===== src/rtl/pfs_regs.vh =====
// Constants of the pin function select block: register addresses,
// writable-bit masks, field positions and reset value.
// Assumes inclusion by bare name from the design files of this block.
`ifndef PFS_REGS_VH
`define PFS_REGS_VH

// ****************************************************************
// Register addresses (byte addresses on the 16-bit register port)
// ****************************************************************
`define PFS_PORT3_PIN2_FUNCTION_SELECT 16'hA07A
`define PFS_PORT3_PIN3_FUNCTION_SELECT 16'hA07B
`define PFS_PORT3_PIN4_FUNCTION_SELECT 16'hA07C
`define PFS_PORT3_PIN5_FUNCTION_SELECT 16'hA07D
`define PFS_PORT3_PIN6_FUNCTION_SELECT 16'hA07E
`define PFS_PORT3_PIN7_FUNCTION_SELECT 16'hA07F
`define PFS_PORT5_PIN6_FUNCTION_SELECT 16'hA0BE
`define PFS_PORT5_PIN7_FUNCTION_SELECT 16'hA0BF
`define PFS_PORT4_PIN0_FUNCTION_SELECT 16'hA0D0
`define PFS_PORT4_PIN1_FUNCTION_SELECT 16'hA0D1
`define PFS_PORT4_PIN2_FUNCTION_SELECT 16'hA0D2
`define PFS_PORT4_PIN3_FUNCTION_SELECT 16'hA0D3
`define PFS_PORT4_PIN4_FUNCTION_SELECT 16'hA0D4
`define PFS_PORT4_PIN5_FUNCTION_SELECT 16'hA0D5
`define PFS_PORT4_PIN6_FUNCTION_SELECT 16'hA0D6
`define PFS_PORT4_PIN7_FUNCTION_SELECT 16'hA0D7

// ****************************************************************
// Bits that hold a value; all others read as zero
// ****************************************************************
`define PFS_MASK_ONE_FUNCTION 8'h03
`define PFS_MASK_IO_ONLY      8'h01
`define PFS_MASK_PORT4_PIN0   8'h0F
`define PFS_MASK_PORT4_PIN7   8'h07

// ****************************************************************
// Field positions and reset value
// ****************************************************************
`define PFS_GENERAL_IO_SELECT          0
`define PFS_ALT_FUNCTION_SELECT        1
`define PFS_CEC_LINE_SELECT            1
`define PFS_CEC_LOW_WAKEUP_SELECT      2
`define PFS_CAN_RECEIVE_SELECT         3
`define PFS_WIDE_PULSE_OUT_SELECT      1
`define PFS_CAN_TRANSMIT_SELECT        2
`define PFS_RESET_VALUE                8'h00

// ****************************************************************
// Pin count and pin indexes inside the block
// ****************************************************************
`define PFS_PIN_COUNT 16
`define PFS_P3_2      0
`define PFS_P3_3      1
`define PFS_P3_4      2
`define PFS_P3_5      3
`define PFS_P3_6      4
`define PFS_P3_7      5
`define PFS_P5_6      6
`define PFS_P5_7      7
`define PFS_P4_0      8
`define PFS_P4_1      9
`define PFS_P4_2      10
`define PFS_P4_3      11
`define PFS_P4_4      12
`define PFS_P4_5      13
`define PFS_P4_6      14
`define PFS_P4_7      15

`endif


===== src/rtl/pfs_pin_function_select.v =====
// Pin function select for port 3 pins 2..7, port 5 pins 6..7 and port 4.
// Assumes one clock, peripherals on that clock, and a pad ring that
// resolves pin level from pinOut and pinOutEnN outside this module.
`timescale 1ns/10ps
`default_nettype none
`include "pfs_regs.vh"

module pfs_pin_function_select (
  // Clock, reset, clock enable.
  input  wire        clk,
  input  wire        rst,
  input  wire        clkEn,
  // Register port.
  input  wire [15:0] regAddr,
  input  wire [7:0]  regWrData,
  input  wire        regWrStb,
  input  wire        regRdStb,
  output reg  [7:0]  regRdData,
  // Package pins, index order P3.2..P3.7, P5.6, P5.7, P4.0..P4.7.
  input  wire [15:0] pinIn,
  output reg  [15:0] pinOut,
  output reg  [15:0] pinOutEnN,
  output reg  [15:0] pinAnalogFree,
  // General-purpose I/O logic.
  input  wire [15:0] gpioOut,
  input  wire [15:0] gpioOutEn,
  output reg  [15:0] gpioIn,
  // Counter array.
  input  wire        counterCh4Output,
  input  wire        counterCh5Output,
  // SPI unit.
  output reg         spiChipEnableN,
  input  wire        spiMosiOut,
  input  wire        spiMosiOutEn,
  output reg         spiMosiIn,
  input  wire        spiMisoOut,
  input  wire        spiMisoOutEn,
  output reg         spiMisoIn,
  input  wire        spiClockOut,
  input  wire        spiClockOutEn,
  output reg         spiClockIn,
  // CAN controller.
  output reg         canReceive,
  input  wire        canTransmit,
  output reg         pinInterrupt2En,
  output reg         pinInterrupt2Level,
  // CEC controller and wake-up.
  input  wire        cecDriveLow,
  output reg         cecLineIn,
  output reg         stopWakeup,
  // Second I2C slave controller.
  input  wire        secondSlaveDataDriveLow,
  output reg         secondSlaveDataIn,
  input  wire        secondSlaveClockDriveLow,
  output reg         secondSlaveClockIn,
  // Wide pulse controller.
  input  wire        widePulseOutput
);

  // ****************************************************************
  // Register storage and address decode
  // ****************************************************************

  // Address table, entry i at bits [16*i +: 16]; writable-mask table, entry i at bits [8*i +: 8].
  localparam [255:0] ADDR_TABLE = {
    `PFS_PORT4_PIN7_FUNCTION_SELECT, `PFS_PORT4_PIN6_FUNCTION_SELECT,
    `PFS_PORT4_PIN5_FUNCTION_SELECT, `PFS_PORT4_PIN4_FUNCTION_SELECT,
    `PFS_PORT4_PIN3_FUNCTION_SELECT, `PFS_PORT4_PIN2_FUNCTION_SELECT,
    `PFS_PORT4_PIN1_FUNCTION_SELECT, `PFS_PORT4_PIN0_FUNCTION_SELECT,
    `PFS_PORT5_PIN7_FUNCTION_SELECT, `PFS_PORT5_PIN6_FUNCTION_SELECT,
    `PFS_PORT3_PIN7_FUNCTION_SELECT, `PFS_PORT3_PIN6_FUNCTION_SELECT,
    `PFS_PORT3_PIN5_FUNCTION_SELECT, `PFS_PORT3_PIN4_FUNCTION_SELECT,
    `PFS_PORT3_PIN3_FUNCTION_SELECT, `PFS_PORT3_PIN2_FUNCTION_SELECT};

  // Undefined bits are dropped at write time rather than masked at read
  // time, so a stored value never holds a bit that a route could see.
  localparam [127:0] MASK_TABLE = {
    `PFS_MASK_PORT4_PIN7, `PFS_MASK_IO_ONLY, `PFS_MASK_IO_ONLY,
    `PFS_MASK_IO_ONLY, `PFS_MASK_ONE_FUNCTION, `PFS_MASK_IO_ONLY,
    `PFS_MASK_ONE_FUNCTION, `PFS_MASK_PORT4_PIN0, `PFS_MASK_IO_ONLY,
    `PFS_MASK_IO_ONLY, `PFS_MASK_ONE_FUNCTION, `PFS_MASK_ONE_FUNCTION,
    `PFS_MASK_ONE_FUNCTION, `PFS_MASK_ONE_FUNCTION,
    `PFS_MASK_ONE_FUNCTION, `PFS_MASK_ONE_FUNCTION};

  reg  [7:0]  funcSel_reg [0:`PFS_PIN_COUNT-1];
  wire [15:0] addrHit;
  wire [15:0] ioSel;

  // One select register per pin; only defined bits are stored.
  // A low clkEn holds every register; reset still acts, so a frozen
  // block can always be brought back to a known state.
  genvar i;
  generate
    for (i = 0; i < `PFS_PIN_COUNT; i = i + 1) begin : gSel
      assign addrHit[i] = (regAddr == ADDR_TABLE[16*i +: 16]);
      assign ioSel[i] = funcSel_reg[i][`PFS_GENERAL_IO_SELECT];
      always @(posedge clk) begin
        if (rst) begin
          funcSel_reg[i] <= `PFS_RESET_VALUE;
        end else if (clkEn && regWrStb && addrHit[i]) begin
          funcSel_reg[i] <= regWrData & MASK_TABLE[8*i +: 8];
        end
      end
    end
  endgenerate

  // Read decode: one compare per register, first match wins. An address
  // outside the table falls through to zero, so software probing a hole
  // never sees stale data from a neighbour.
  reg [7:0] rdWord;
  always @* begin
    if (regAddr == `PFS_PORT3_PIN2_FUNCTION_SELECT) begin
      rdWord = funcSel_reg[`PFS_P3_2];
    end else if (regAddr == `PFS_PORT3_PIN3_FUNCTION_SELECT) begin
      rdWord = funcSel_reg[`PFS_P3_3];
    end else if (regAddr == `PFS_PORT3_PIN4_FUNCTION_SELECT) begin
      rdWord = funcSel_reg[`PFS_P3_4];
    end else if (regAddr == `PFS_PORT3_PIN5_FUNCTION_SELECT) begin
      rdWord = funcSel_reg[`PFS_P3_5];
    end else if (regAddr == `PFS_PORT3_PIN6_FUNCTION_SELECT) begin
      rdWord = funcSel_reg[`PFS_P3_6];
    end else if (regAddr == `PFS_PORT3_PIN7_FUNCTION_SELECT) begin
      rdWord = funcSel_reg[`PFS_P3_7];
    end else if (regAddr == `PFS_PORT5_PIN6_FUNCTION_SELECT) begin
      rdWord = funcSel_reg[`PFS_P5_6];
    end else if (regAddr == `PFS_PORT5_PIN7_FUNCTION_SELECT) begin
      rdWord = funcSel_reg[`PFS_P5_7];
    end else if (regAddr == `PFS_PORT4_PIN0_FUNCTION_SELECT) begin
      rdWord = funcSel_reg[`PFS_P4_0];
    end else if (regAddr == `PFS_PORT4_PIN1_FUNCTION_SELECT) begin
      rdWord = funcSel_reg[`PFS_P4_1];
    end else if (regAddr == `PFS_PORT4_PIN2_FUNCTION_SELECT) begin
      rdWord = funcSel_reg[`PFS_P4_2];
    end else if (regAddr == `PFS_PORT4_PIN3_FUNCTION_SELECT) begin
      rdWord = funcSel_reg[`PFS_P4_3];
    end else if (regAddr == `PFS_PORT4_PIN4_FUNCTION_SELECT) begin
      rdWord = funcSel_reg[`PFS_P4_4];
    end else if (regAddr == `PFS_PORT4_PIN5_FUNCTION_SELECT) begin
      rdWord = funcSel_reg[`PFS_P4_5];
    end else if (regAddr == `PFS_PORT4_PIN6_FUNCTION_SELECT) begin
      rdWord = funcSel_reg[`PFS_P4_6];
    end else if (regAddr == `PFS_PORT4_PIN7_FUNCTION_SELECT) begin
      rdWord = funcSel_reg[`PFS_P4_7];
    end else begin
      rdWord = 8'h00;
    end
  end

  // Read data stands only in the cycle after the strobe; an unmapped
  // address returns zero rather than stale data.
  always @(posedge clk) begin
    if (rst) begin
      regRdData <= 8'h00;
    end else if (clkEn) begin
      if (regRdStb) begin
        regRdData <= rdWord;
      end else begin
        regRdData <= 8'h00;
      end
    end
  end

  // ****************************************************************
  // Pin input synchronisers
  // ****************************************************************

  // Pins are asynchronous; nothing but the second stage reads the first.
  // Reset value is the idle-high level of pulled-up pins, so no false
  // falling edge reaches a peripheral in the first cycles after reset.
  reg [15:0] pinMeta_reg;
  reg [15:0] pinSync_reg;
  always @(posedge clk) begin
    if (rst) begin
      pinMeta_reg <= 16'hFFFF;
      pinSync_reg <= 16'hFFFF;
    end else if (clkEn) begin
      pinMeta_reg <= pinIn;
      pinSync_reg <= pinMeta_reg;
    end
  end

  // ****************************************************************
  // Output routing
  // ****************************************************************

  wire [7:0] selP40 = funcSel_reg[`PFS_P4_0];
  wire [7:0] selP47 = funcSel_reg[`PFS_P4_7];
  wire altP32 = funcSel_reg[`PFS_P3_2][`PFS_ALT_FUNCTION_SELECT];
  wire altP33 = funcSel_reg[`PFS_P3_3][`PFS_ALT_FUNCTION_SELECT];
  wire altP34 = funcSel_reg[`PFS_P3_4][`PFS_ALT_FUNCTION_SELECT];
  wire altP35 = funcSel_reg[`PFS_P3_5][`PFS_ALT_FUNCTION_SELECT];
  wire altP36 = funcSel_reg[`PFS_P3_6][`PFS_ALT_FUNCTION_SELECT];
  wire altP37 = funcSel_reg[`PFS_P3_7][`PFS_ALT_FUNCTION_SELECT];
  wire altP41 = funcSel_reg[`PFS_P4_1][`PFS_ALT_FUNCTION_SELECT];
  wire altP43 = funcSel_reg[`PFS_P4_3][`PFS_ALT_FUNCTION_SELECT];
  wire cecSel = selP40[`PFS_CEC_LINE_SELECT];
  wire cecWakeSel = selP40[`PFS_CEC_LOW_WAKEUP_SELECT];
  wire canRxSel = selP40[`PFS_CAN_RECEIVE_SELECT];
  wire pwmSel = selP47[`PFS_WIDE_PULSE_OUT_SELECT];
  wire canTxSel = selP47[`PFS_CAN_TRANSMIT_SELECT];

  // Next pin drive. General I/O wins over any alternate bit so that a
  // register broken by two set bits still behaves predictably; among
  // alternates the lowest bit wins. Open-drain lines only pull low; the
  // high level comes from the board, so no shared wire is ever fought over.
  reg [15:0] pinOut_next;
  reg [15:0] pinOutEnN_next;
  reg [15:0] pinAnalogFree_next;
  integer    p;
  always @* begin
    pinOut_next        = 16'h0000;
    pinOutEnN_next     = 16'hFFFF;
    pinAnalogFree_next = 16'h0000;
    for (p = 0; p < `PFS_PIN_COUNT; p = p + 1) begin
      if (ioSel[p]) begin
        pinOut_next[p]    = gpioOut[p];
        pinOutEnN_next[p] = ~gpioOutEn[p];
      end else if (funcSel_reg[p] == 8'h00) begin
        pinAnalogFree_next[p] = 1'b1;
      end
    end
    if (!ioSel[`PFS_P3_2] && altP32) begin
      pinOut_next[`PFS_P3_2]    = counterCh4Output;
      pinOutEnN_next[`PFS_P3_2] = 1'b0;
    end
    if (!ioSel[`PFS_P3_3] && altP33) begin
      pinOut_next[`PFS_P3_3]    = counterCh5Output;
      pinOutEnN_next[`PFS_P3_3] = 1'b0;
    end
    if (!ioSel[`PFS_P3_5] && altP35) begin
      pinOut_next[`PFS_P3_5]    = spiMosiOut;
      pinOutEnN_next[`PFS_P3_5] = ~spiMosiOutEn;
    end
    if (!ioSel[`PFS_P3_6] && altP36) begin
      pinOut_next[`PFS_P3_6]    = spiMisoOut;
      pinOutEnN_next[`PFS_P3_6] = ~spiMisoOutEn;
    end
    if (!ioSel[`PFS_P3_7] && altP37) begin
      pinOut_next[`PFS_P3_7]    = spiClockOut;
      pinOutEnN_next[`PFS_P3_7] = ~spiClockOutEn;
    end
    if (!ioSel[`PFS_P4_0] && cecSel) begin
      pinOut_next[`PFS_P4_0]    = 1'b0;
      pinOutEnN_next[`PFS_P4_0] = ~cecDriveLow;
    end
    if (!ioSel[`PFS_P4_1] && altP41) begin
      pinOut_next[`PFS_P4_1]    = 1'b0;
      pinOutEnN_next[`PFS_P4_1] = ~secondSlaveDataDriveLow;
    end
    if (!ioSel[`PFS_P4_3] && altP43) begin
      pinOut_next[`PFS_P4_3]    = 1'b0;
      pinOutEnN_next[`PFS_P4_3] = ~secondSlaveClockDriveLow;
    end
    if (!ioSel[`PFS_P4_7] && pwmSel) begin
      pinOut_next[`PFS_P4_7]    = widePulseOutput;
      pinOutEnN_next[`PFS_P4_7] = 1'b0;
    end else if (!ioSel[`PFS_P4_7] && canTxSel) begin
      pinOut_next[`PFS_P4_7]    = canTransmit;
      pinOutEnN_next[`PFS_P4_7] = 1'b0;
    end
  end

  // Registered pin drive; costs one cycle but keeps pads glitch free.
  always @(posedge clk) begin
    if (rst) begin
      pinOut        <= 16'h0000;
      pinOutEnN     <= 16'hFFFF;
      pinAnalogFree <= 16'hFFFF;
    end else if (clkEn) begin
      pinOut        <= pinOut_next;
      pinOutEnN     <= pinOutEnN_next;
      pinAnalogFree <= pinAnalogFree_next;
    end
  end

  // ****************************************************************
  // Input routing to peripherals
  // ****************************************************************

  // An unselected input other than pinInterrupt2Level, which always follows P4.0, shows its idle level: high for active-low
  // enables, recessive bus levels and open-drain lines, so a peripheral
  // never sees a false start from a pin it does not own.
  // Limitation: a pin reaches its peripheral three edges late (two
  // synchroniser stages and the output flop). The wake request is a
  // level, not a pulse: it stands while the line is low, so a wake
  // controller that samples late still sees it.
  wire cecLow = !pinSync_reg[`PFS_P4_0];
  always @(posedge clk) begin
    if (rst) begin
      gpioIn             <= 16'h0000;
      spiChipEnableN     <= 1'b1;
      spiMosiIn          <= 1'b0;
      spiMisoIn          <= 1'b0;
      spiClockIn         <= 1'b0;
      canReceive         <= 1'b1;
      pinInterrupt2En    <= 1'b0;
      pinInterrupt2Level <= 1'b1;
      cecLineIn          <= 1'b1;
      stopWakeup         <= 1'b0;
      secondSlaveDataIn  <= 1'b1;
      secondSlaveClockIn <= 1'b1;
    end else if (clkEn) begin
      gpioIn <= pinSync_reg & ioSel;
      spiChipEnableN <= altP34 ? pinSync_reg[`PFS_P3_4] : 1'b1;
      spiMosiIn <= altP35 & pinSync_reg[`PFS_P3_5];
      spiMisoIn <= altP36 & pinSync_reg[`PFS_P3_6];
      spiClockIn <= altP37 & pinSync_reg[`PFS_P3_7];
      canReceive <= canRxSel ? pinSync_reg[`PFS_P4_0] : 1'b1;
      pinInterrupt2En <= canRxSel;
      pinInterrupt2Level <= pinSync_reg[`PFS_P4_0];
      cecLineIn <= cecSel ? pinSync_reg[`PFS_P4_0] : 1'b1;
      stopWakeup <= (cecWakeSel | cecSel) & cecLow;
      secondSlaveDataIn <= altP41 ? pinSync_reg[`PFS_P4_1] : 1'b1;
      secondSlaveClockIn <= altP43 ? pinSync_reg[`PFS_P4_3] : 1'b1;
    end
  end

endmodule // pfs_pin_function_select

`default_nettype wire


===== config.mk =====
export PLATFORM = sky130hd
export DESIGN_NAME = pfs_pin_function_select
export DESIGN_NICKNAME = d
export VERILOG_FILES = /design/src/rtl/pfs_pin_function_select.v
export VERILOG_INCLUDE_DIRS = /design/src /design/src/rtl
export SDC_FILE = /design/constraint.sdc
export NUM_CORES = 1
export LEC_CHECK = 0
export ABC_AREA = 1
export CORE_MARGIN = 2
export CORE_UTILIZATION = 60
export CTS_BUF_LIST = sky130_fd_sc_hd__clkbuf_4 sky130_fd_sc_hd__clkbuf_8 sky130_fd_sc_hd__clkbuf_16
export DETAILED_ROUTE_END_ITERATION = 10
export DONT_BUFFER_PORTS = 1
export HOLD_SLACK_MARGIN = 0.05
export MAX_ROUTING_LAYER = met4
export PLACE_DENSITY = 0.85
export SLEW_MARGIN = 15
export SYNTH_ARGS = -nofsm -noshare
export SYNTH_HDL_FRONTEND = slang
export SYNTH_SLANG_ARGS = --single-unit

===== constraint.sdc =====
create_clock -name clk -period 1.5 [get_ports clk]
set_input_delay 0.075 -clock clk [delete_from_list [all_inputs] [get_ports clk]]
set_output_delay 0.075 -clock clk [all_outputs]
set_load 0.03 [all_outputs]

==> summary.txt <==
Run status
  – Outcome: finished with violations
  – Violations in the final reports: design-rule violations, negative setup slack

Timing
  – Fin crit share: 1.03
  – Post-layout worst setup margin: -41.0 ps
  – Setup violators final: 2
  – Worst-Margin Slew: approximately 560 ps
  – Unrepaired setup endpoints after global routing: true
  – Setup TNS: -56.7 ps
  – Max transition margin: 0.624
  – Count of final hold-check violations: 0
  – Max Clock Skew: between 9 and 10 ps
  – Highest attainable clock frequency: approximately 650 MHz
  – Min cycle time layout: between 1500 and 2000 ps
  – Max Transition Viols Final: 0

Synth
  – Flip-flop and latch count after synthesis: 140
  – Most frequent cell after synthesis: nand2_1
  – Netlist area before placement: just under 6000 sq um
  – Portion of the post-synthesis area used by sequential elements: 0.521
  – Count of flip-flops with a built-in enable after synthesis: 29
  – Mean area per synthesized cell: 7.89 sq um
  – Share of Yosys cell area claimed by the top area cell type: 0.374
  – Synth top area cells: dfxtp_1 (37%), edfxtp_1 (15%), nand2_1 (12%)
  – Fraction of registers with async set or reset after synthesis: 0
  – Synth Instances: 752
  – Most numerous cell types in the synthesized netlist: nand2_1 (187), dfxtp_1 (111), nand3_1 (95)
  – Synth Flop Type: dfxtp_1
  – Number of warnings issued by yosys: 0
  – Number of different library cells in the post-synthesis netlist: 36
  – Library cell with the largest summed area after synthesis: dfxtp_1

Place
  – Worst setup slack after placement: -43.1 ps
  – HPWL after detailed placement: 12.0 mm
  – Port Buffer Count: 0
  – Placed standard-cell area: about 6300 sq um
  – Final weighted congestion in routability-driven placement: between 0.8 and 0.9

CTS
  – Clock root buffer: clkbuf_8
  – H-tree levels: 4
  – Clock tree from TritonCTS: done
  – Maximum count of clock buffers along a single path: 2
  – Sinks on Clock Net: 140
  – Clock slew at the register clock pins of the worst setup and hold paths: 70 ps
  – Source-to-sink clock delay at the later pin of the worst-skew pair: about 530 ps
  – Number of CTS-inserted buffers: 17

Layout
  – Diode insertion count for antenna repair: 0
  – Footprint of the multi-input gates: ~2500 sq um
  – Share of final-layout standard cells stronger than drive strength 1: 0.144
  – Share of the core filled with cells: 0.824
  – Area taken by flip-flops and latches: between 3000 and 4000 sq um
  – Final cell area excluding filler cells: roughly 8000 sq um
  – # fillers: ~490
  – Syn-to-layout area delta: 34.5%
  – Total Nets Final: 960
  – Flip-flop count of the largest register after layout: 29

GRT
  – All-Layer GR Usage: 0.416
  – Maximum number of pins on one net before global-route repair: between 50 and 60
  – First-pass GRT wire length: ~32 mm
  – Number of global-route vias before repair: 6,336
  – Initial antenna violation count: 0
  – Overall overflow remaining after global route: 0

Job
  – Max-cap check violation count: 0

Worst setup path
  – Flop-to-flop setup slack: around 20 ps
  – Most Frequent Cell on Critical Path: buf_12
  – Critical path endpoint category: register
  – Slowest stage cell on the critical path: dlygate4sd3_1
  – Reg2Reg Launch Point: funcSel_reg[0][20]
  – Data arrival time of the worst path: ~2000 ps
  – Worst reg2reg endpoint: gpioIn[5]
  – Reg2reg path depth: 4
  – Worst Setup Path Type: in2reg
  – Worst-path maximum fanout: 45
  – Worst stage delay on the critical path: 610 ps
  – Series of cell instances along the critical path: dlygate4sd3_1, buf_12, inv_4, buf_12, buf_4, o21ai_0, a21oi_1
  – Critical Path Source Type: primary input
  – Worst EP required: 1960 ps

Drt
  – Antenna Nets Post-Route: 0
  – Detailed-route via count: roughly 6.4k
  – DR pass1 iterations: 10
  – DRT iter0 DRCs: between 600 and 700
  – Routed wire per std cell: 21.6 microns
  – Detailed-routing wirelength on met1: approximately 7.4 mm
  – Number of remaining DRC errors: 1
  – DR WL met2: about 10 mm
  – Vias per Instance: roughly 6.3
  – Length of routed met3 wiring: around 2.6 mm
  – Highest signal layer in the routed design: met4
  – DRT Wirelength: 21.9 mm

Power and ir drop
  – Worst VDD drop: between 0.8 and 0.9 mV
  – Static Leak: about 3.3 nW
  – Combinational power share: 0.096
  – Internal Power: 0.00723 W
  – Pwr dens: about 1200 nW/um^2
  – Sw frac: 0.274
  – Switching pwr: roughly 0.0027 W
  – Relative contribution of sequential cells to total power: 0.449
  – Total power: roughly 0.01 W
  – Relative contribution of the clock network to total power: 0.454

Hold path
  – Worst hold path cell count: 5
  – Path type of the worst min-delay path: in2reg
  – Hold Path Origin: regAddr[6]
  – Hold path endpoint: funcSel_reg[0][24]

Floorplan
  – Initial Util: 0.613
  – Placeable core region: approximately 9700 sq um
  – Horizontal die dimension: between 100 and 150 microns
  – Area of the die: 10,700 sq um
  – Height of the die: 103 microns
  – Top-level port count: ~170
  – # rows: 36
[placed cells by master (no fill, tap or decap), types with 2 or more instances in the layout]
cell type       Yosys  layout
o211ai_1            8       8
bufinv_16           0       3
nand3_2             3       3
a22oi_1             5       5
o21ai_0            29      28
nand2_4             1       2
o31ai_1             6       6
buf_6               1       2
o211ai_2            2       2
dfxtp_1           111     111
nand4_1             7       7
inv_1              37      36
nor2_4              2       4
o311ai_0            3       2
nand3_1            95      95
nor3_2              2       2
inv_2              13      12
a21oi_1            68      68
clkbuf_16           0      18
nor2_1             63      61
nand2_1           187     185
inv_6               0       3
conb_1              1       4
dlygate4sd3_1       0      92
nor2_2              9       9
edfxtp_1           29      29
inv_4               0       2
dlymetal6s4s_1      0       2
a21oi_2             2       2
buf_4               4      40
clkinv_4            0       5
nor3_1             11      10
buf_12              0       4
nand2_2             5       6
[area by class of cell]
type                            instances  share of cell area
Multi-Input combinational cell        520               0.315
Sequential cell                       140               0.388
Inverter                               50              0.0241
Clock inverter                         13              0.0221
Clock buffer                           19              0.0582
Tap cell                              133              0.0209
Timing Repair Buffer                  141               0.172
[routing by layer]
| layer | vias up | GRT usage |
|---|---|---|
| li1 | 2757 | - |
| met1 | 2912 | 0.442 |
| met2 | 568 | 0.660 |
| met3 | 183 | 0.140 |
| met4 | 0 | 0.271 |
| met5 | - | - |
[worst max-delay path, delay by kind of cell]
kind | cells | cell delay (ps)
AOI/OAI and AO/OA | 2 | 390
buffers and inverters | 5 | 1490
[how the worst max path moves through the flow]
stage,slack (ps),depth (start not counted),to,start
floorplan,130,16,regRdData[1],regAddr[11]
global placement,-30,16,regRdData[0],regAddr[12]
detailed placement,-40,16,regRdData[0],regAddr[12]
CTS,30,18,regRdData[0],regAddr[1]
global route,-80,17,regRdData[0],regAddr[0]
finish,-40,7,pinOut[0],rst
[kinds of logic (layout without fill, tap and decap cells)]
family,Yosys count,in the layout,share of synthesized area
buffers and inverters,95,223,0.0639
AOI/OAI and AO/OA,126,126,0.122
and+or+nand+nor,390,390,0.293
DFF,140,140,0.521
other,1,4,0.000632
[per-stage QoR]
step / hold slack [ps] / instances
after global routing: 109 / 1016
after detailed placement: 144 / 884
after global placement: 142 / 884
final: 72.9 / 1016
after CTS: 58.1 / 1013
after floorplan: 201 / 755
[power groups by stage]
stage | combinational [W] | sequential, W | clock [W]
2_1_floorplan | 0.000445 | 0.00448 | 0
3_3_place_gp | 0.000558 | 0.00452 | 0
3_5_place_dp | 0.000587 | 0.00452 | 0
4_1_cts | 0.000869 | 0.00445 | 0.00445
5_1_grt | 0.00103 | 0.00449 | 0.00466
6_report | 0.000960 | 0.00448 | 0.00453
[timing repair]
action                     4_1_cts  5_1_grt
setup endpoints to repair        0       30
hold buffers                    97        0
hold endpoints to repair       137        0
gates resized for setup          0       18
buffers inserted                 0        3
Note: power is estimated with default switching activity, not from simulation.
